**config.mk**
```make
export PLATFORM = sky130hd
export DESIGN_NAME = guest_trap_deleg
export DESIGN_NICKNAME = d
export VERILOG_FILES = /design/src/core/guest_trap_pkg.sv /design/src/core/guest_trap_deleg.sv
export VERILOG_INCLUDE_DIRS = /design/src /design/src/core
export SDC_FILE = /design/constraint.sdc
export NUM_CORES = 1
export LEC_CHECK = 0
export ABC_AREA = 1
export BUFFER_PORTS_ARGS = -buffer_cell sky130_fd_sc_hd__buf_2
export CAP_MARGIN = 15
export CORE_AREA = 2 2 129 131
export DETAILED_ROUTE_END_ITERATION = 12
export DIE_AREA = 0 0 131 133
export HOLD_SLACK_MARGIN = 0.1
export PLACE_DENSITY = 0.67
export SYNTH_ARGS = -nofsm -noshare
export SYNTH_HDL_FRONTEND = slang
export SYNTH_SLANG_ARGS = --single-unit
export TNS_END_PERCENT = 100
```
**constraint.sdc**
```tcl
create_clock -name clk_in -period 2.2 [get_ports clk_in]
set_input_delay 0.22 -clock clk_in [delete_from_list [all_inputs] [get_ports clk_in]]
set_output_delay 0.22 -clock clk_in [all_outputs]
set_load 0.005 [all_outputs]
```
**src/core/guest_trap_defines.svh**
```systemverilog
// constants for the guest trap delegation and interrupt block
`ifndef GUEST_TRAP_DEFINES_SVH
`define GUEST_TRAP_DEFINES_SVH

// register byte addresses
`define ADDR_EXC_DELEG      8'h00
`define ADDR_EXC_DELEG_UP   8'h04
`define ADDR_INT_DELEG      8'h08
`define ADDR_INJECTED       8'h0C
`define ADDR_HYP_PENDING    8'h10
`define ADDR_HYP_ENABLE     8'h14
`define ADDR_STATUS         8'h18

// writable masks
`define EXC_DELEG_WR_MASK   32'h000CB1FE
`define EXC_DELEG_BIT0      32'h00000001
`define INT_DELEG_WR_MASK   32'h00000444
`define INJECTED_WR_MASK    32'h00000444
`define HYP_ENABLE_WR_MASK  32'h00001444
`define SUP_ENABLE_WR_MASK  32'h00000222

// interrupt bit positions
`define BIT_SUP_SOFT        1
`define BIT_GUEST_SOFT      2
`define BIT_SUP_TIMER       5
`define BIT_GUEST_TIMER     6
`define BIT_SUP_EXT         9
`define BIT_GUEST_EXT       10
`define BIT_SUMMARY         12

// cause codes
`define CAUSE_SUP_SOFT      6'h01
`define CAUSE_GUEST_SOFT    6'h02
`define CAUSE_SUP_TIMER     6'h05
`define CAUSE_GUEST_TIMER   6'h06
`define CAUSE_SUP_EXT       6'h09
`define CAUSE_GUEST_EXT     6'h0A
`define CAUSE_SUMMARY       6'h0C

// reset values and bus answers
`define REG_RESET           32'h00000000
`define RESP_OKAY           2'h0
`define RESP_SLVERR         2'h2

`endif

```
**src/core/guest_trap_pkg.sv**
```systemverilog
// types for the guest trap delegation and interrupt block
package guest_trap_pkg;

    // privilege of the hart at the time of the decision
    typedef enum logic [1:0] {
        PRIV_USER  = 2'h0,
        PRIV_SUP   = 2'h1,
        PRIV_RSVD  = 2'h2,
        PRIV_MACH  = 2'h3
    } priv_mode_type;

    // a selected interrupt: valid flag and cause code
    typedef struct packed {
        logic       valid;
        logic [5:0] cause;
    } irq_sel_type;

    // synchronous exception offered by the hart
    typedef struct packed {
        logic       valid;
        logic       to_host;
        logic [5:0] cause;
    } exc_req_type;

    // hart state that gates host interrupts
    typedef struct packed {
        logic          guest_mode_on;
        priv_mode_type mode;
        logic          sup_global_int_enable;
    } hart_state_type;

endpackage

```
**src/core/guest_trap_deleg.sv**
```systemverilog
// guest trap delegation masks, injected interrupts and host interrupt selection
`include "guest_trap_defines.svh"

module guest_trap_deleg #(
    parameter int NATIVE_REG_WIDTH = 32,
    parameter int INSN_ALIGN_WIDTH = 32,
    parameter int GEILEN           = 8,
    parameter logic [31:0] EXC_UPPER_WR_MASK = 32'h00000000
) (
    input  wire logic                         clk_in,
    input  wire logic                         rst_b_in,
    // axi4-lite slave
    input  wire logic [7:0]                   awaddr_in,
    input  wire logic                         awvalid_in,
    output logic                              awready_out,
    input  wire logic [31:0]                  wdata_in,
    input  wire logic [3:0]                   wstrb_in,
    input  wire logic                         wvalid_in,
    output logic                              wready_out,
    output logic [1:0]                        bresp_out,
    output logic                              bvalid_out,
    input  wire logic                         bready_in,
    input  wire logic [7:0]                   araddr_in,
    input  wire logic                         arvalid_in,
    output logic                              arready_out,
    output logic [31:0]                       rdata_out,
    output logic [1:0]                        rresp_out,
    output logic                              rvalid_out,
    input  wire logic                         rready_in,
    // hart trap logic
    input  wire guest_trap_pkg::hart_state_type hart_state_in,
    input  wire guest_trap_pkg::exc_req_type  exc_req_in,
    input  wire logic [15:0]                  sup_int_pending_in,
    input  wire logic [15:0]                  sup_int_enable_in,
    input  wire logic [15:0]                  machine_interrupt_delegate_in,
    // platform interrupt sources
    input  wire logic [63:0]                  guest_ext_line_pending_in,
    input  wire logic [63:0]                  guest_ext_line_enable_in,
    input  wire logic [5:0]                   guest_ext_line_select_in,
    input  wire logic                         plat_guest_ext_irq_in,
    input  wire logic                         plat_guest_timer_irq_in,
    // decisions back to the hart
    output logic                              exc_to_guest_out,
    output guest_trap_pkg::irq_sel_type       host_irq_out,
    output guest_trap_pkg::irq_sel_type       guest_irq_out,
    output logic [15:0]                       hyp_int_pending_out
);
    import guest_trap_pkg::*;

    // guest external lines GEILEN:1 exist, bit 0 never does
    localparam logic [63:0] LINE_MASK = ((64'h1 << (GEILEN + 1)) - 64'h1) & ~64'h1;
    localparam logic        UPPER_EXISTS = (NATIVE_REG_WIDTH == 32);
    localparam logic [31:0] EXC_LOW_MASK = `EXC_DELEG_WR_MASK
                                         | ((INSN_ALIGN_WIDTH == 32) ? `EXC_DELEG_BIT0 : 32'h00000000);
    // supervisor-writable positions never appear in the hypervisor pair
    localparam logic [31:0] HYP_VIEW_MASK = ~`SUP_ENABLE_WR_MASK;

    // register storage
    logic [31:0] exc_deleg_lo;
    logic [31:0] exc_deleg_hi;
    logic [31:0] int_deleg;
    logic [31:0] injected;
    logic [31:0] hyp_enable;

    // bus handshake state
    logic        aw_held;
    logic [7:0]  aw_addr;
    logic        w_held;
    logic [31:0] w_data;
    logic [3:0]  w_strb;
    logic        next_aw_held;
    logic        next_w_held;
    logic        next_bvalid;
    logic        next_rvalid;
    logic        aw_take;
    logic        w_take;
    logic        ar_take;
    logic        do_write;

    // interrupt views
    logic        summary_pending;
    logic        selected_line;
    logic        guest_ext_pend;
    logic        guest_timer_pend;
    logic [31:0] hyp_pending;
    logic [15:0] host_candidates;
    logic [15:0] guest_candidates;
    logic        host_mode_ok;
    irq_sel_type next_host_irq;
    irq_sel_type next_guest_irq;
    logic        next_exc_to_guest;

    // byte-merge a write, keeping writable bits
    function automatic logic [31:0] merge(input logic [31:0] old, input logic [31:0] data,
                                          input logic [3:0] strb, input logic [31:0] mask);
        logic [31:0] res;
        res = old;
        for (int b = 0; b < 4; b++) begin
            if (strb[b]) begin
                res[b*8 +: 8] = data[b*8 +: 8];
            end
        end
        return res & mask;
    endfunction

    // interrupt views

    // summary of enabled guest external lines
    assign summary_pending = |(guest_ext_line_pending_in & guest_ext_line_enable_in & LINE_MASK);

    // selected line ignores line enable; select zero picks nothing
    always_comb begin
        selected_line = 1'b0;
        if (guest_ext_line_select_in != 6'h00) begin
            selected_line = guest_ext_line_pending_in[guest_ext_line_select_in]
                          & LINE_MASK[guest_ext_line_select_in];
        end
    end

    assign guest_ext_pend   = injected[`BIT_GUEST_EXT] | selected_line | plat_guest_ext_irq_in;
    assign guest_timer_pend = injected[`BIT_GUEST_TIMER] | plat_guest_timer_irq_in;

    // pending view, all bits read-only except the software alias
    always_comb begin
        hyp_pending = 32'h00000000;
        hyp_pending[`BIT_SUMMARY]     = summary_pending;
        hyp_pending[`BIT_GUEST_EXT]   = guest_ext_pend;
        hyp_pending[`BIT_GUEST_TIMER] = guest_timer_pend;
        hyp_pending[`BIT_GUEST_SOFT]  = injected[`BIT_GUEST_SOFT];
        hyp_pending = hyp_pending & HYP_VIEW_MASK;
    end

    // host eligible from lower modes, or host supervisor with global enable
    always_comb begin
        host_mode_ok = 1'b0;
        if (hart_state_in.guest_mode_on || hart_state_in.mode == PRIV_USER) begin
            host_mode_ok = 1'b1;
        end else if (hart_state_in.mode == PRIV_SUP) begin
            host_mode_ok = hart_state_in.sup_global_int_enable;
        end
    end

    // candidates: pending and enabled, host side not guest-delegated
    assign host_candidates = ((sup_int_pending_in & sup_int_enable_in)
                           | (hyp_pending[15:0] & hyp_enable[15:0]))
                           & ~int_deleg[15:0]
                           & {16{host_mode_ok}};
    assign guest_candidates = hyp_pending[15:0] & hyp_enable[15:0]
                            & int_deleg[15:0] & machine_interrupt_delegate_in;

    // fixed priority toward host supervisor
    always_comb begin
        next_host_irq = '0;
        if (host_candidates[`BIT_SUP_EXT]) begin
            next_host_irq = '{valid: 1'b1, cause: `CAUSE_SUP_EXT};
        end else if (host_candidates[`BIT_SUP_SOFT]) begin
            next_host_irq = '{valid: 1'b1, cause: `CAUSE_SUP_SOFT};
        end else if (host_candidates[`BIT_SUP_TIMER]) begin
            next_host_irq = '{valid: 1'b1, cause: `CAUSE_SUP_TIMER};
        end else if (host_candidates[`BIT_SUMMARY]) begin
            next_host_irq = '{valid: 1'b1, cause: `CAUSE_SUMMARY};
        end else if (host_candidates[`BIT_GUEST_EXT]) begin
            next_host_irq = '{valid: 1'b1, cause: `CAUSE_GUEST_EXT};
        end else if (host_candidates[`BIT_GUEST_SOFT]) begin
            next_host_irq = '{valid: 1'b1, cause: `CAUSE_GUEST_SOFT};
        end else if (host_candidates[`BIT_GUEST_TIMER]) begin
            next_host_irq = '{valid: 1'b1, cause: `CAUSE_GUEST_TIMER};
        end
    end

    // guest-delegated interrupts carry supervisor causes
    always_comb begin
        next_guest_irq = '0;
        if (guest_candidates[`BIT_GUEST_EXT]) begin
            next_guest_irq = '{valid: 1'b1, cause: `CAUSE_SUP_EXT};
        end else if (guest_candidates[`BIT_GUEST_SOFT]) begin
            next_guest_irq = '{valid: 1'b1, cause: `CAUSE_SUP_SOFT};
        end else if (guest_candidates[`BIT_GUEST_TIMER]) begin
            next_guest_irq = '{valid: 1'b1, cause: `CAUSE_SUP_TIMER};
        end
    end

    // exception routing: cause indexes the 64-bit mask
    always_comb begin
        logic [63:0] full_mask;
        full_mask = {exc_deleg_hi, exc_deleg_lo};
        next_exc_to_guest = exc_req_in.valid && exc_req_in.to_host
                         && hart_state_in.guest_mode_on
                         && full_mask[exc_req_in.cause];
    end

    // registered decisions: inputs act one cycle later
    always_ff @(posedge clk_in or negedge rst_b_in) begin
        if (!rst_b_in) begin
            host_irq_out        <= '0;
            guest_irq_out       <= '0;
            exc_to_guest_out    <= 1'b0;
            hyp_int_pending_out <= 16'h0000;
        end else begin
            host_irq_out        <= next_host_irq;
            guest_irq_out       <= next_guest_irq;
            exc_to_guest_out    <= next_exc_to_guest;
            hyp_int_pending_out <= hyp_pending[15:0];
        end
    end

    // axi4-lite write side

    assign aw_take  = awvalid_in & awready_out;
    assign w_take   = wvalid_in & wready_out;
    // the write lands one cycle after both halves are held
    assign do_write = aw_held & w_held & ~bvalid_out;

    always_comb begin
        next_aw_held = do_write ? 1'b0 : (aw_held | aw_take);
        next_w_held  = do_write ? 1'b0 : (w_held | w_take);
        next_bvalid  = do_write | (bvalid_out & ~bready_in);
    end

    // address and data taken in either order, held until the write
    always_ff @(posedge clk_in or negedge rst_b_in) begin
        if (!rst_b_in) begin
            aw_held     <= 1'b0;
            w_held      <= 1'b0;
            aw_addr     <= 8'h00;
            w_data      <= 32'h00000000;
            w_strb      <= 4'h0;
            awready_out <= 1'b0;
            wready_out  <= 1'b0;
        end else begin
            aw_held     <= next_aw_held;
            w_held      <= next_w_held;
            awready_out <= ~next_aw_held & ~next_bvalid;
            wready_out  <= ~next_w_held & ~next_bvalid;
            if (aw_take) begin
                aw_addr <= awaddr_in;
            end
            if (w_take) begin
                w_data <= wdata_in;
                w_strb <= wstrb_in;
            end
        end
    end

    // write response; unmapped addresses get a slave error
    always_ff @(posedge clk_in or negedge rst_b_in) begin
        if (!rst_b_in) begin
            bvalid_out <= 1'b0;
            bresp_out  <= `RESP_OKAY;
        end else begin
            bvalid_out <= next_bvalid;
            if (do_write) begin
                case (aw_addr)
                    `ADDR_EXC_DELEG, `ADDR_INT_DELEG, `ADDR_INJECTED,
                    `ADDR_HYP_PENDING, `ADDR_HYP_ENABLE, `ADDR_STATUS: begin
                        bresp_out <= `RESP_OKAY;
                    end
                    `ADDR_EXC_DELEG_UP: begin
                        bresp_out <= UPPER_EXISTS ? `RESP_OKAY : `RESP_SLVERR;
                    end
                    default: begin
                        bresp_out <= `RESP_SLVERR;
                    end
                endcase
            end
        end
    end

    // delegation masks, only listed bits hold storage
    always_ff @(posedge clk_in or negedge rst_b_in) begin
        if (!rst_b_in) begin
            exc_deleg_lo <= `REG_RESET;
            exc_deleg_hi <= `REG_RESET;
            int_deleg    <= `REG_RESET;
        end else if (do_write) begin
            if (aw_addr == `ADDR_EXC_DELEG) begin
                exc_deleg_lo <= merge(exc_deleg_lo, w_data, w_strb, EXC_LOW_MASK);
            end
            if (aw_addr == `ADDR_EXC_DELEG_UP && UPPER_EXISTS) begin
                exc_deleg_hi <= merge(exc_deleg_hi, w_data, w_strb, EXC_UPPER_WR_MASK);
            end
            if (aw_addr == `ADDR_INT_DELEG) begin
                int_deleg <= merge(int_deleg, w_data, w_strb, `INT_DELEG_WR_MASK);
            end
        end
    end

    // injected bits; software bit shared with pending view
    always_ff @(posedge clk_in or negedge rst_b_in) begin
        if (!rst_b_in) begin
            injected <= `REG_RESET;
        end else if (do_write) begin
            if (aw_addr == `ADDR_INJECTED) begin
                injected <= merge(injected, w_data, w_strb, `INJECTED_WR_MASK);
            end else if (aw_addr == `ADDR_HYP_PENDING && w_strb[0]) begin
                injected[`BIT_GUEST_SOFT] <= w_data[`BIT_GUEST_SOFT];
            end
        end
    end

    // enables exist only where an interrupt can become pending
    always_ff @(posedge clk_in or negedge rst_b_in) begin
        if (!rst_b_in) begin
            hyp_enable <= `REG_RESET;
        end else if (do_write && aw_addr == `ADDR_HYP_ENABLE) begin
            hyp_enable <= merge(hyp_enable, w_data, w_strb, `HYP_ENABLE_WR_MASK & HYP_VIEW_MASK);
        end
    end

    // axi4-lite read side

    assign ar_take     = arvalid_in & arready_out;
    assign next_rvalid = ar_take | (rvalid_out & ~rready_in);

    // read data captured at address take, held until accepted
    always_ff @(posedge clk_in or negedge rst_b_in) begin
        if (!rst_b_in) begin
            rvalid_out  <= 1'b0;
            arready_out <= 1'b0;
            rdata_out   <= 32'h00000000;
            rresp_out   <= `RESP_OKAY;
        end else begin
            rvalid_out  <= next_rvalid;
            arready_out <= ~next_rvalid;
            if (ar_take) begin
                rresp_out <= `RESP_OKAY;
                case (araddr_in)
                    `ADDR_EXC_DELEG: begin
                        rdata_out <= exc_deleg_lo;
                    end
                    `ADDR_EXC_DELEG_UP: begin
                        rdata_out <= UPPER_EXISTS ? exc_deleg_hi : 32'h00000000;
                        rresp_out <= UPPER_EXISTS ? `RESP_OKAY : `RESP_SLVERR;
                    end
                    `ADDR_INT_DELEG: begin
                        rdata_out <= int_deleg;
                    end
                    `ADDR_INJECTED: begin
                        rdata_out <= injected;
                    end
                    `ADDR_HYP_PENDING: begin
                        rdata_out <= hyp_pending;
                    end
                    `ADDR_HYP_ENABLE: begin
                        rdata_out <= hyp_enable;
                    end
                    `ADDR_STATUS: begin
                        // live decision state for software
                        rdata_out <= {16'h0000, next_guest_irq.valid, 1'b0, next_guest_irq.cause,
                                      next_host_irq.valid, 1'b0, next_host_irq.cause};
                    end
                    default: begin
                        rdata_out <= 32'h00000000;
                        rresp_out <= `RESP_SLVERR;
                    end
                endcase
            end
        end
    end

endmodule

```
# Word-level counts from Yosys, hierarchy flattened
# Memories as Yosys holds them, arrays and structs flattened.
# Index checks and enable logic that the tools add are counted.
# op_classes
n_lt_le_gt_ge	2
bitwise_logic	33
add_sub_neg	0
n_shift	0
div	0
mul	0
n_mux	26
n_eq_ne	14
reduce_logical	24
# ops
cell	n
$pmux 20 s6	1
$mux 7	10
$and 13x13->13	4
$eq 8x5->1 const B	6
$eq 8x4->1 const B	4
$reduce_and 3->1	8
$and 11x11->11	2
$eq 8x3->1 const B	2
$logic_not 8->1	2
$lt 6x7->1 const B	2
$reduce_or 7->1	2
$not 11->13	1
$or 13x13->13	1
$bmux 1 s6	2
$and 1x1->1	10
$mux 1	10
$and 9x9->9	1
$reduce_or 8->1	1
$not 1->1	7
$or 1x1->1	7
$reduce_bool 6->1	1
$logic_and 1x1->1	5
$mux 2	2
$reduce_and 2->1	2
6 further kinds	6
# word_totals
mem_bits_ro	64
inputBits	255
ff_bits	117
wordCells	129
output_inout_bits	72
mem_count	1
latch_bits	0
ram_bits	0
# mem_list
memory	depth	word_bits	read_ports	rd_clocked_by_memory_dff	write_ports	line_no	rtl
(no name shown)	64	1	1	0	0	guest_trap_deleg.sv:116	& LINE_MASK[guest_ext_line_select_in];

# Longest topological paths before layout
# Gate-level depths: netlist (run 1).
# depth
depth_word	18
mapped_depth	18

# Least setup slack after synthesis (run 1)
# No wires, ideal clock.
# synth_timing
path_kind	reg-to-reg
start	register aw_addr[5]
end	register exc_deleg_lo[4]
period_less_slack_ns	1.587
arrival_time_ns	1.462
setup_ns	0.125
t_required_ns	2.075
path_stages_with_launch	9
setup_slack_ns	0.613
cell_sequence	dfrtp_1 -> nor3_2 -> inv_2 -> nor2_1 -> inv_1 -> nor4_4 -> nand2_2 -> buf_6 -> mux2_4
# synth_via
elab_chain_cells	2
# synth_rtl
element	line_no	rtl
start, declared	guest_trap_deleg.sv:67	logic [7:0] aw_addr;
start signal, assigned	guest_trap_deleg.sv:236	aw_addr <= awaddr_in;
$logic_not 8->1	n/a	
$reduce_and 3->1 (no source line)	n/a	
end signal, assigned	guest_trap_deleg.sv:272	exc_deleg_lo <= `REG_RESET;
end signal, assigned	guest_trap_deleg.sv:277	exc_deleg_lo <= merge(exc_deleg_lo, w_data, w_strb, EXC_LOW_MASK);
end, declared	guest_trap_deleg.sv:59	logic [31:0] exc_deleg_lo;
# No other way between the ends.
# A chain may end at the register's enable or synchronous reset.

# Final worst setup path (run 1)
# Ends and elaborated chain as after synthesis.

==> results.sh, run 1 <==
export IMPL_status="finished clean"
export IMPL_cts_num_sinks=88
export IMPL_p_sw_w=0.00163
export IMPL_cpPeakStageDelay_ns=0.40
export IMPL_p_seq_share_pct=43.6
export IMPL_syn_area_per_cell_um2=7.99
export IMPL_start_util_pct=27.9
export IMPL_yosys_register_bits=88
export IMPL_r2r_cells=7
export IMPL_synth_top_area_cell="dfrtp_1"
export IMPL_crit_family="simple AND/OR/NAND/NOR gates"
export IMPL_die_w_um=131
export IMPL_p_leak_nw=3.24
export IMPL_wirelength_mm=12.0
export IMPL_path_buf_inv=2
export IMPL_setup_worst_path_end_class="flip-flop"
export IMPL_yosysSeqAreaShare_pct=48.9
export IMPL_clkPwrFrac_pct=34.5
export IMPL_die_h_um=133
export IMPL_finalSetupViolCount=0
export IMPL_gp_congestion=0.847
export IMPL_arrival_ns=1.97
export IMPL_root_buffer="clkbuf_16"
export IMPL_fin_setup_tns_ns=0
export IMPL_worst_setup_path_type="flip-flop to flip-flop"
export IMPL_hold_start="wdata_in[7]"
export IMPL_drv_cap=0
export IMPL_num_nets_final=985
export IMPL_dieArea_mm2=0.0174
export IMPL_hold_path_depth=3
export IMPL_drt_iter0_drc=288
export IMPL_critPathMaxFanout=12
export IMPL_drtAntennaViolNets=0
export IMPL_dp_hpwl_mm=9.37
export IMPL_power_w=0.00536
export IMPL_cts_buffers=9
export IMPL_first_pass_iters=5
export IMPL_finalCritPeriodShare_pct=79.8
export IMPL_grtUsageTotal_pct=14.2
export IMPL_r2r_slack_ns=0.44
export IMPL_route_vias_total=4073
export IMPL_r2r_end="exc_deleg_lo[4]"
export IMPL_insertion_delay_ns=0.34
export IMPL_cts_tree="done"
export IMPL_rows=47
export IMPL_hold_path_class="input pin to flip-flop"
export IMPL_synthCells=564
export IMPL_timing_hold_violations_final=0
export IMPL_drv_slew=0
export IMPL_switching_share_pct=30.4
export IMPL_num_fill_cells=1687
export IMPL_ys_top_cells_by_area="dfrtp_1 (49%), nand2_1 (15%), buf_4 (6.0%), inv_1 (5.6%), o21ai_0 (4.1%)"
export IMPL_p_comb_share_pct=21.8
export IMPL_gr_total_overflow=0
export IMPL_ys_flop_type="dfrtp_1"
export IMPL_vias_per_cell=4.26
export IMPL_htree_num_levels=3
export IMPL_portBuffers=138
export IMPL_cp_slowest_cell="dfrtp_1"
export IMPL_netlist_area_mm2=0.00450
export IMPL_drc=0
export IMPL_layout_min_cycle_time_ns=1.76
export IMPL_synth_commonest_cells="nand2_1 (182), dfrtp_1 (88), inv_1 (67)"
export IMPL_layout_drive_gt1_share_pct=25.2
export IMPL_cp_start_kind="flip-flop"
export IMPL_clkSlewWorstSetupHoldPaths_ns=0.07
export IMPL_syn2layout_area_growth_pct=31.4
export IMPL_wl_per_cell_um=12.6
export IMPL_cts_buffer_depth=2
export IMPL_ys_warn_count=0
export IMPL_synth_most_common_cell="nand2_1"
export IMPL_peakVddDrop_uv=682
export IMPL_utilization_pct=36.6
export IMPL_ios=327
export IMPL_core_mm2=0.0162
export IMPL_cp_depth=7
export IMPL_fin_worst_skew_ns=0.00571
export IMPL_synth_edff_count=0
export IMPL_yosysTopAreaCellShare_pct=48.9
export IMPL_rsz0062_at_grt="no"
export IMPL_synth_cell_types=46
export IMPL_multi_input_area_mm2=0.00184
export IMPL_grt_max_degree=56
export IMPL_async_reset_ff_share_pct=100
export IMPL_crit_required_ns=2.42
export IMPL_rr_startpoint="aw_addr[5]"
export IMPL_antenna_found_initial=4
export IMPL_whs_endpoint="w_data[7]"
export IMPL_seq_area_mm2=0.00220
export IMPL_fmax_mhz=570
export IMPL_grt_pass1_wl_mm=19.4
export IMPL_grt_pass1_vias=3885
export IMPL_p_int_w=0.00373
export IMPL_power_density_mw_per_mm2=905
export IMPL_path_cells="nor3_2, inv_2, nor2_1, inv_1, nor4_4, nand2_2, mux2_4"
-- stage by stage --
| stage | std cells | hold slack [ns] | worst slack [ns] | area [um2] |
|---|---|---|---|---|
| after floorplan | 598 | -0.0756 | 0.613 | 4630 |
| after global routing | 954 | 0.125 | 0.282 | 5920 |
| after global placement | 916 | 0.196 | 0.443 | 5330 |
| after detailed placement | 916 | 0.205 | 0.432 | 5330 |
| final | 955 | 0.108 | 0.445 | 5920 |
| after CTS | 954 | 0.107 | 0.433 | 5920 |
-- worst max-delay path by stage --
| stage | startpoint | to | slack, ns |
|---|---|---|---|
| after floorplan | aw_addr[5] | exc_deleg_lo[4] | 0.61 |
| after global placement | aw_addr[5] | exc_deleg_lo[7] | 0.44 |
| after detailed placement | hart_state_in[0] | rdata_out[7] | 0.43 |
| after CTS | aw_addr[5] | exc_deleg_lo[4] | 0.43 |
| after global routing | aw_addr[1] | exc_deleg_lo[7] | 0.28 |
| final | aw_addr[5] | exc_deleg_lo[4] | 0.44 |
-- power by group through the flow --
stage,clock network [W],logic [W],registers (W)
floorplan,0,0.000795,0.00227
global placement,0,0.00112,0.00235
detailed placement,0,0.00114,0.00237
CTS,0.00189,0.00118,0.00234
global route,0.00195,0.00138,0.00240
finish,0.00185,0.00117,0.00234
-- tightest hold or removal path, cell delays in order --
cell and delay (ns):
buf_2 0.08, nand2_1 0.06, nand2_1 0.05
-- repair_timing --
item | in CTS | in global routing
buffers inserted | 0 | 0
resized for setup | 0 | 0
hold buffers | 23 | 0
endpoints found under the hold margin | 55 | 0
-- state kept, by name, summed over array words and instances (netlist names), 3 cells and up --
name,count
aw_addr,8
exc_deleg_lo,14
guest_irq_out,3
host_irq_out,5
hyp_enable,4
hyp_int_pending_out,4
injected,3
int_deleg,3
rdata_out,16
w_data,15
w_strb,3
-- kinds of logic (layout without fill, tap and decap cells) --
family | Yosys count | after routing | share of synthesized area, %
DFF | 88 | 88 | 48.9
other | 1 | 36 | 0.0833
and+or+nand+nor | 274 | 274 | 25.6
AOI/OAI and AO/OA | 78 | 78 | 10.2
muxes | 8 | 8 | 2.14
buffers and inverters | 115 | 251 | 13.1
-- routing by layer --
metal,up-vias,GRT usage (%),part of all wire (%)
met2,185,21.0,42
li1,2058,-,-
met1,1807,19.6,47
met5,-,0,0.32
met4,6,3.01,0.98
met3,17,5.82,10
-- cell type report --
cell class              instances  share of cell area [%]
multi-input cells             395                    31.1
diodes                          1                  0.0423
well taps                     220                    4.65
repair buffers                166                    16.4
clock inverters                 5                    2.18
flip-flops and latches         88                    37.2
inverters                      70                    4.56
clock buffers                  10                    3.87
-- cell usage in the layout, fill, tap and decap left out, drive strengths merged --
cell,instances
a21boi,1
a21o,1
a21oi,17
a221oi,1
a22o,1
a22oi,1
a31oi,5
a32o,1
a41oi,1
and3,1
buf,143
bufinv,4
clkbuf,10
clkinv,1
conb,35
dfrtp,88
diode,1
dlygate4sd3,23
inv,70
mux2,7
mux2i,1
nand2,190
nand3,28
nand4,5
nor2,40
nor3,7
nor4,2
o2111ai,1
o21ai,39
o21bai,2
o22ai,1
o31ai,5
o41ai,1
or2,1
Power figures use the tool's default switching activity.
==> run 2, diff against run 1 <==
--- a/config.mk
+++ b/config.mk
@@ -6,14 +6,14 @@
 export SDC_FILE = /design/constraint.sdc
 export NUM_CORES = 1
 export LEC_CHECK = 0
-export ABC_AREA = 1
+export ABC_AREA = 0
 export BUFFER_PORTS_ARGS = -buffer_cell sky130_fd_sc_hd__buf_2
 export CAP_MARGIN = 15
-export CORE_AREA = 2 2 129 131
+export CORE_AREA = 2 2 126 128
 export DETAILED_ROUTE_END_ITERATION = 12
-export DIE_AREA = 0 0 131 133
+export DIE_AREA = 0 0 128 130
 export HOLD_SLACK_MARGIN = 0.1
-export PLACE_DENSITY = 0.67
+export PLACE_DENSITY = 0.71
 export SYNTH_ARGS = -nofsm -noshare
 export SYNTH_HDL_FRONTEND = slang
 export SYNTH_SLANG_ARGS = --single-unit
==> constraint.sdc (replaced) <==
create_clock -name clk_in -period 1.6 [get_ports clk_in]
set_input_delay 0.16 -clock clk_in [delete_from_list [all_inputs] [get_ports clk_in]]
set_output_delay 0.16 -clock clk_in [all_outputs]
set_load 0.005 [all_outputs]
==> run 2 against run 1 <==
  * Hold slack better by 0.051 ns
  * Clock power increased by 8%
  * Via count decreased by 9.0%
  * Worst setup slack worse by 0.62 ns
  * Routed wire length increased by 4.4%
  * Cell count decreased by 17%
  * Global-route usage grew 0.99 points
  * The run now ends with setup timing left
  * Sequential power is 36% higher
  * Critical path depth down 1
  * Synthesized area shrank 2.4%
==> results.sh, run 2 <==
export IMPL_wl_per_cell_um=15.9
export IMPL_drv_cap=0
export IMPL_synth_commonest_cells="dfrtp_1 (88), mux2_2 (49), buf_4 (36)"
export IMPL_finalSetupViolCount=23
export IMPL_cp_start_kind="flip-flop"
export IMPL_status="complete, but fails checks"
export IMPL_mostFrequentLayoutCells="buf_2 (129), dfrtp_1 (88), mux2_2 (44)"
export IMPL_async_reset_ff_share_pct=100
export IMPL_peakVddDrop_uv=860
export IMPL_first_pass_iters=4
export IMPL_timing_hold_violations_final=0
export IMPL_utilization_pct=40.0
export IMPL_r2r_cells=6
export IMPL_wirelength_mm=12.5
export IMPL_fin_worst_skew_ns=0.00631
export IMPL_drv_slew=0
export IMPL_yosysTopAreaCellShare_pct=50.1
export IMPL_grt_pass1_wl_mm=19.3
export IMPL_hold_start="exc_req_in[5]"
export IMPL_p_leak_nw=3.01
export IMPL_worst_setup_path_type="flip-flop to flip-flop"
export IMPL_ys_warn_count=0
export IMPL_start_util_pct=28.5
export IMPL_portBuffers=130
export IMPL_layout_min_cycle_time_ns=1.77
export IMPL_finalCritPeriodShare_pct=111
export IMPL_syn2layout_area_growth_pct=40.4
export IMPL_instances_no_fill=791
export IMPL_largest_register="rdata_out"
export IMPL_synthCells=387
export IMPL_grtUsageTotal_pct=15.2
export IMPL_critPathMaxFanout=4
export IMPL_dp_hpwl_mm=9.72
export IMPL_violations="setup timing"
export IMPL_ys_top_cells_by_area="dfrtp_1 (50%), mux2_2 (13%), buf_4 (6.1%), a22o_1 (3.0%), nand2_1 (2.3%)"
export IMPL_antenna_found_initial=5
export IMPL_setup_worst_path_end_class="flip-flop"
export IMPL_rsz0062_at_grt="yes"
export IMPL_grt_pass1_vias=3571
export IMPL_hold_ws_ns=0.159
export IMPL_cts_num_sinks=88
export IMPL_clkSlewWorstSetupHoldPaths_ns=0.06
export IMPL_yosys_register_bits=88
export IMPL_drt_iter0_drc=180
export IMPL_core_mm2=0.0154
export IMPL_root_buffer="clkbuf_16"
export IMPL_startpoint="aw_addr[6]"
export IMPL_synth_cell_types=58
export IMPL_r2r_slack_ns=-0.17
export IMPL_hold_path_class="input pin to flip-flop"
export IMPL_largestRegisters="rdata_out: 16 flops, w_data: 15 flops, exc_deleg_lo: 14 flops"
export IMPL_cts_tree="done"
export IMPL_layout_drive_gt1_share_pct=43.5
export IMPL_cp_slowest_cell="dfrtp_1"
export IMPL_cpPeakStageDelay_ns=0.41
export IMPL_fmax_mhz=564
export IMPL_drc=0
export IMPL_whs_endpoint="exc_to_guest_out"
export IMPL_synth_top_area_cell="dfrtp_1"
export IMPL_dp_cells=736
export IMPL_fin_setup_tns_ns=-3.22
export IMPL_crit_required_ns=1.83
export IMPL_gr_total_overflow=0
export IMPL_synth_most_common_cell="dfrtp_1"
export IMPL_gp_congestion=0.860
export IMPL_netlist_area_mm2=0.00440
export IMPL_dieArea_mm2=0.0166
export IMPL_ys_flop_type="dfrtp_1"
export IMPL_insertion_delay_ns=0.35
export IMPL_die_h_um=130
export IMPL_num_nets_final=845
export IMPL_vias_per_cell=4.69
export IMPL_drtAntennaViolNets=0
export IMPL_pre_cts_ws_ns=-0.239
export IMPL_cts_buffers=9
export IMPL_power_density_mw_per_mm2=1120
export IMPL_htree_num_levels=3
export IMPL_ios=327
export IMPL_largest_reg_flops=16
export IMPL_path_cells="nor4_4, nand4_1, buf_4, nor2_2, nand2_1, mux2_2"
export IMPL_finalWorstSetupSlack_ns=-0.173
export IMPL_cts_buffer_depth=2
export IMPL_rows=46
export IMPL_rr_startpoint="aw_addr[6]"
export IMPL_arrival_ns=2.00
export IMPL_hold_path_depth=3
export IMPL_route_vias_total=3708
export IMPL_yosysSeqAreaShare_pct=50.1
export IMPL_grt_max_degree=39
export IMPL_die_w_um=128
export IMPL_r2r_end="injected[10]"
export IMPL_num_fill_cells=1522
export IMPL_synth_edff_count=0
export IMPL_final_common_cell="buf_2"
export IMPL_syn_area_per_cell_um2=11.4
-- run 2: changes by cell type after synthesis, sizes merged, moves of 9 or more --
cell,change
inv,-58
a22o,+14
mux2,+43
o21ai,-27
nand2b,+9
nand3,-22
nand2,-162
nor2,-22
-- run 2: final cells by class --
cell class | instances | area, um2 | area share, %
timing repair buffer | 205 | 1330 | 21.6
sequential | 88 | 2200 | 35.7
clock buffer | 10 | 239 | 3.87
antenna | 4 | 10.0 | 0.162
multi-input combinational | 275 | 2060 | 33.4
clock inverter | 6 | 42.5 | 0.689
inverter | 11 | 41.3 | 0.669
tap | 192 | 240 | 3.89
-- run 2: per-layer routing --
| metal | wire [um] | track usage [%] |
|---|---|---|
| met1 | 5460 | 19.9 |
| met2 | 5610 | 23.5 |
| met3 | 1360 | 6.72 |
| met4 | 110 | 3.43 |
| met5 | 13 | 0 |
-- run 2: logic make-up after synthesis --
| kind of cell | share of synthesized area, % |
|---|---|
| AOI/OAI and AO/OA | 13.0 |
| buffers and inverters | 8.11 |
| DFF | 50.1 |
| muxes | 15.3 |
| other | 0.0853 |
| and+or+nand+nor | 13.4 |
-- run 2: worst max-delay path: cells and delay by family (launching register included) --
kind                   cells  cell delay, ns
multiplexers               1            0.27
buffers and inverters      1            0.22
flip-flops                 1            0.41
AND/OR/NAND/NOR            4            0.77
-- run 2: timing repair --
action,in CTS,in global routing
resized for setup,5,22
buffers inserted,0,1
pin swaps,3,3
endpoints found under the setup margin,26,32
cloned,0,0
hold endpoints to repair,66,0
hold buffers,34,0
-- run 2: through the flow --
stage | instance area (um2) | power, W
after floorplan | 4540 | 0.00407
after global placement | 5440 | 0.00471
after detailed placement | 5440 | 0.00476
after CTS | 6080 | 0.00687
after global routing | 6170 | 0.00728
final | 6170 | 0.00689
-- run 2: worst max-delay path by stage --
stage | to | depth (start not counted)
after floorplan | injected[2] | 5
after global placement | guest_irq_out[0] | 7
after detailed placement | guest_irq_out[0] | 7
after CTS | exc_deleg_lo[3] | 5
after global routing | exc_deleg_lo[3] | 5
final | injected[10] | 6
-- run 2: report_power, final --
group / switching [W] / internal (W)
Combinational: 0.000770 / 0.000934
Sequential: 0.000456 / 0.00273
Clock: 0.000898 / 0.00110
Total: 0.00212 / 0.00476
==> run 3, diff against run 2 <==
--- a/config.mk
+++ b/config.mk
@@ -6,14 +6,14 @@
 export SDC_FILE = /design/constraint.sdc
 export NUM_CORES = 1
 export LEC_CHECK = 0
-export ABC_AREA = 0
+export ABC_AREA = 1
 export BUFFER_PORTS_ARGS = -buffer_cell sky130_fd_sc_hd__buf_2
 export CAP_MARGIN = 15
-export CORE_AREA = 2 2 126 128
+export CORE_AREA = 2 2 128 130
 export DETAILED_ROUTE_END_ITERATION = 12
-export DIE_AREA = 0 0 128 130
+export DIE_AREA = 0 0 130 132
 export HOLD_SLACK_MARGIN = 0.1
-export PLACE_DENSITY = 0.71
+export PLACE_DENSITY = 0.7
 export SYNTH_ARGS = -nofsm -noshare
 export SYNTH_HDL_FRONTEND = slang
 export SYNTH_SLANG_ARGS = --single-unit
==> run 3 against run 2 <==
  * The flow still finishes with violations (setup timing)
  * Fmax is 3.5% higher
  * Sequential share of layout area is 0.57 points lower
  * Global-route usage is 0.47 points lower
  * Combinational power is 16% higher
  * First-iteration DRC count is 31% higher
  * Critical path depth is 3 higher
  * Power is 4.0% higher
  * Routed wire length is 0.84% lower
  * Sequential power hardly changed
  * Hold slack worse by 0.012 ns
  * Non-clock buffer count stayed put
  * Highest routed layer unchanged
==> results.sh, run 3 (synthesized netlist as in run 1, its figures left out) <==
export IMPL_status="complete, but fails checks"
export IMPL_violations="setup timing"
export IMPL_path_buf_inv=4
export IMPL_syn2layout_area_growth_pct=39.3
export IMPL_rows=46
export IMPL_fin_setup_tns_ns=-0.849
export IMPL_largest_register="rdata_out"
export IMPL_path_cells="nor3_2, inv_2, nor2_4, inv_2, nor4_4, buf_4, buf_6, nand3_4, mux2_2"
export IMPL_p_comb_share_pct=27.6
export IMPL_wirelength_mm=12.4
export IMPL_crit_family="simple AND/OR/NAND/NOR gates"
export IMPL_core_mm2=0.0157
export IMPL_critPathMaxFanout=3
export IMPL_p_leak_nw=3.42
export IMPL_cp_start_kind="flip-flop"
export IMPL_whs_endpoint="host_irq_out[3]"
export IMPL_fmax_mhz=584
export IMPL_hold_start="sup_int_enable_in[9]"
export IMPL_final_common_cell="nand2_1"
export IMPL_htree_num_levels=3
export IMPL_clkSlewWorstSetupHoldPaths_ns=0.07
export IMPL_setup_worst_path_end_class="flip-flop"
export IMPL_drv_cap=0
export IMPL_fin_worst_skew_ns=0.00632
export IMPL_vias_per_cell=4.32
export IMPL_start_util_pct=28.7
export IMPL_antenna_found_initial=5
export IMPL_num_fill_cells=1596
export IMPL_rr_startpoint="aw_addr[6]"
export IMPL_rsz0062_at_grt="yes"
export IMPL_num_nets_final=1024
export IMPL_r2r_slack_ns=-0.11
export IMPL_gp_congestion=0.846
export IMPL_cts_tree="done"
export IMPL_finalCritPeriodShare_pct=107
export IMPL_cts_buffers=9
export IMPL_drtAntennaViolNets=0
export IMPL_multi_input_area_mm2=0.00192
export IMPL_layout_drive_gt1_share_pct=29.8
export IMPL_grt_max_degree=37
export IMPL_die_h_um=132
export IMPL_p_int_w=0.00475
export IMPL_hold_path_class="input pin to flip-flop"
export IMPL_drc=0
export IMPL_p_seq_share_pct=44.9
export IMPL_r2r_cells=9
export IMPL_power_w=0.00717
export IMPL_peakVddDrop_uv=851
export IMPL_drt_iter0_drc=236
export IMPL_drv_slew=0
export IMPL_die_w_um=130
export IMPL_arrival_ns=1.93
export IMPL_utilization_pct=39.9
export IMPL_grt_pass1_wl_mm=19.9
export IMPL_power_density_mw_per_mm2=1140
export IMPL_route_vias_total=4292
export IMPL_clkPwrFrac_pct=27.5
export IMPL_r2r_end="exc_deleg_lo[18]"
export IMPL_worst_setup_path_type="flip-flop to flip-flop"
export IMPL_grt_pass1_vias=4070
export IMPL_finalWorstSetupSlack_ns=-0.114
export IMPL_cpPeakStageDelay_ns=0.39
export IMPL_insertion_delay_ns=0.34
export IMPL_first_pass_iters=5
export IMPL_p_sw_w=0.00242
export IMPL_cts_buffer_depth=2
export IMPL_hold_path_depth=3
export IMPL_grtUsageTotal_pct=14.8
export IMPL_startpoint="aw_addr[6]"
export IMPL_layout_min_cycle_time_ns=1.71
export IMPL_gr_total_overflow=0
export IMPL_largest_reg_flops=16
export IMPL_finalSetupViolCount=13
export IMPL_crit_required_ns=1.82
export IMPL_cpMostUsedCell="inv_2"
export IMPL_cp_slowest_cell="dfrtp_1"
export IMPL_mostFrequentLayoutCells="nand2_1 (178), buf_2 (137), dfrtp_1 (88)"
export IMPL_portBuffers=138
export IMPL_wl_per_cell_um=12.5
export IMPL_largestRegisters="rdata_out: 16 flops, w_data: 15 flops, exc_deleg_lo: 14 flops"
export IMPL_timing_hold_violations_final=0
export IMPL_dieArea_mm2=0.0172
export IMPL_root_buffer="clkbuf_16"
export IMPL_cts_num_sinks=88
export IMPL_ios=327
export IMPL_seq_area_mm2=0.00220
export IMPL_dp_hpwl_mm=9.63
export IMPL_switching_share_pct=33.7
## run 3: cell types whose count changed in the layout (fill, tap and decap cells not counted), sizes merged, moves of 4 or more
cell,before,now
nand2,28,190
inv,13,70
mux2,50,7
o21ai,12,39
nand3,6,28
nor2,18,40
a22o,15,1
nand2b,9,0
nor2b,6,0
and2,5,0
mux2i,6,1
a21oi,13,17
o31ai,1,5
## run 3: layout make-up
cell class              instances  share of cell area (%)
inverters                      70                    4.31
well taps                     216                    4.31
clock buffers                  10                    3.81
clock inverters                 6                   0.698
repair buffers                205                    21.0
multi-input cells             395                    30.6
flip-flops and latches         88                    35.1
diodes                          3                   0.120
## run 3: how the worst max path moves through the flow
stage	end	slack [ns]	depth (start not counted)
detailed placement	exc_deleg_lo[15]	-0.13	7
floorplan	exc_deleg_lo[4]	0.01	8
finish	exc_deleg_lo[18]	-0.11	9
global route	exc_deleg_lo[18]	-0.18	9
CTS	exc_deleg_lo[4]	-0.15	7
global placement	exc_deleg_lo[7]	-0.09	7
## run 3: timing repair
item	4_1_cts	5_1_grt
hold buffers	33	0
setup endpoints to repair	15	24
setup buffers	2	3
gates resized for setup	10	18
hold endpoints to repair	116	0
pin swaps	3	6
## run 3: power groups by stage
stage	sequential [W]	combinational, W	clock (W)
finish	0.00322	0.00198	0.00197
global route	0.00331	0.00225	0.00215
CTS	0.00320	0.00190	0.00202
detailed placement	0.00323	0.00178	0
global placement	0.00321	0.00174	0
floorplan	0.00313	0.00109	0
## run 3: worst reg2reg max path, cell delays in order, from the launching register on
cell	delay, ns
dfrtp_1	0.39
nor3_2	0.19
inv_2	0.07
nor2_4	0.08
inv_2	0.05
nor4_4	0.20
buf_4	0.19
buf_6	0.10
nand3_4	0.06
mux2_2	0.27
## run 3: per-stage QoR
stage	area [um2]	hold slack, ns	setup slack, ns	std cells
global route	6270	0.146	-0.178	990
CTS	6180	0.134	-0.146	988
floorplan	4630	-0.136	0.0127	598
finish	6270	0.147	-0.114	993
global placement	5530	0.109	-0.0867	937
detailed placement	5530	0.107	-0.135	937
## run 3: metal layers
| metal | track usage (%) | up-vias | wire length [um] |
|---|---|---|---|
| met5 | 0 | - | 23 |
| met4 | 3.64 | 4 | 132 |
| met3 | 6.05 | 24 | 1170 |
| met2 | 22.3 | 175 | 5380 |
| met1 | 19.7 | 1949 | 5730 |
| li1 | - | 2140 | - |
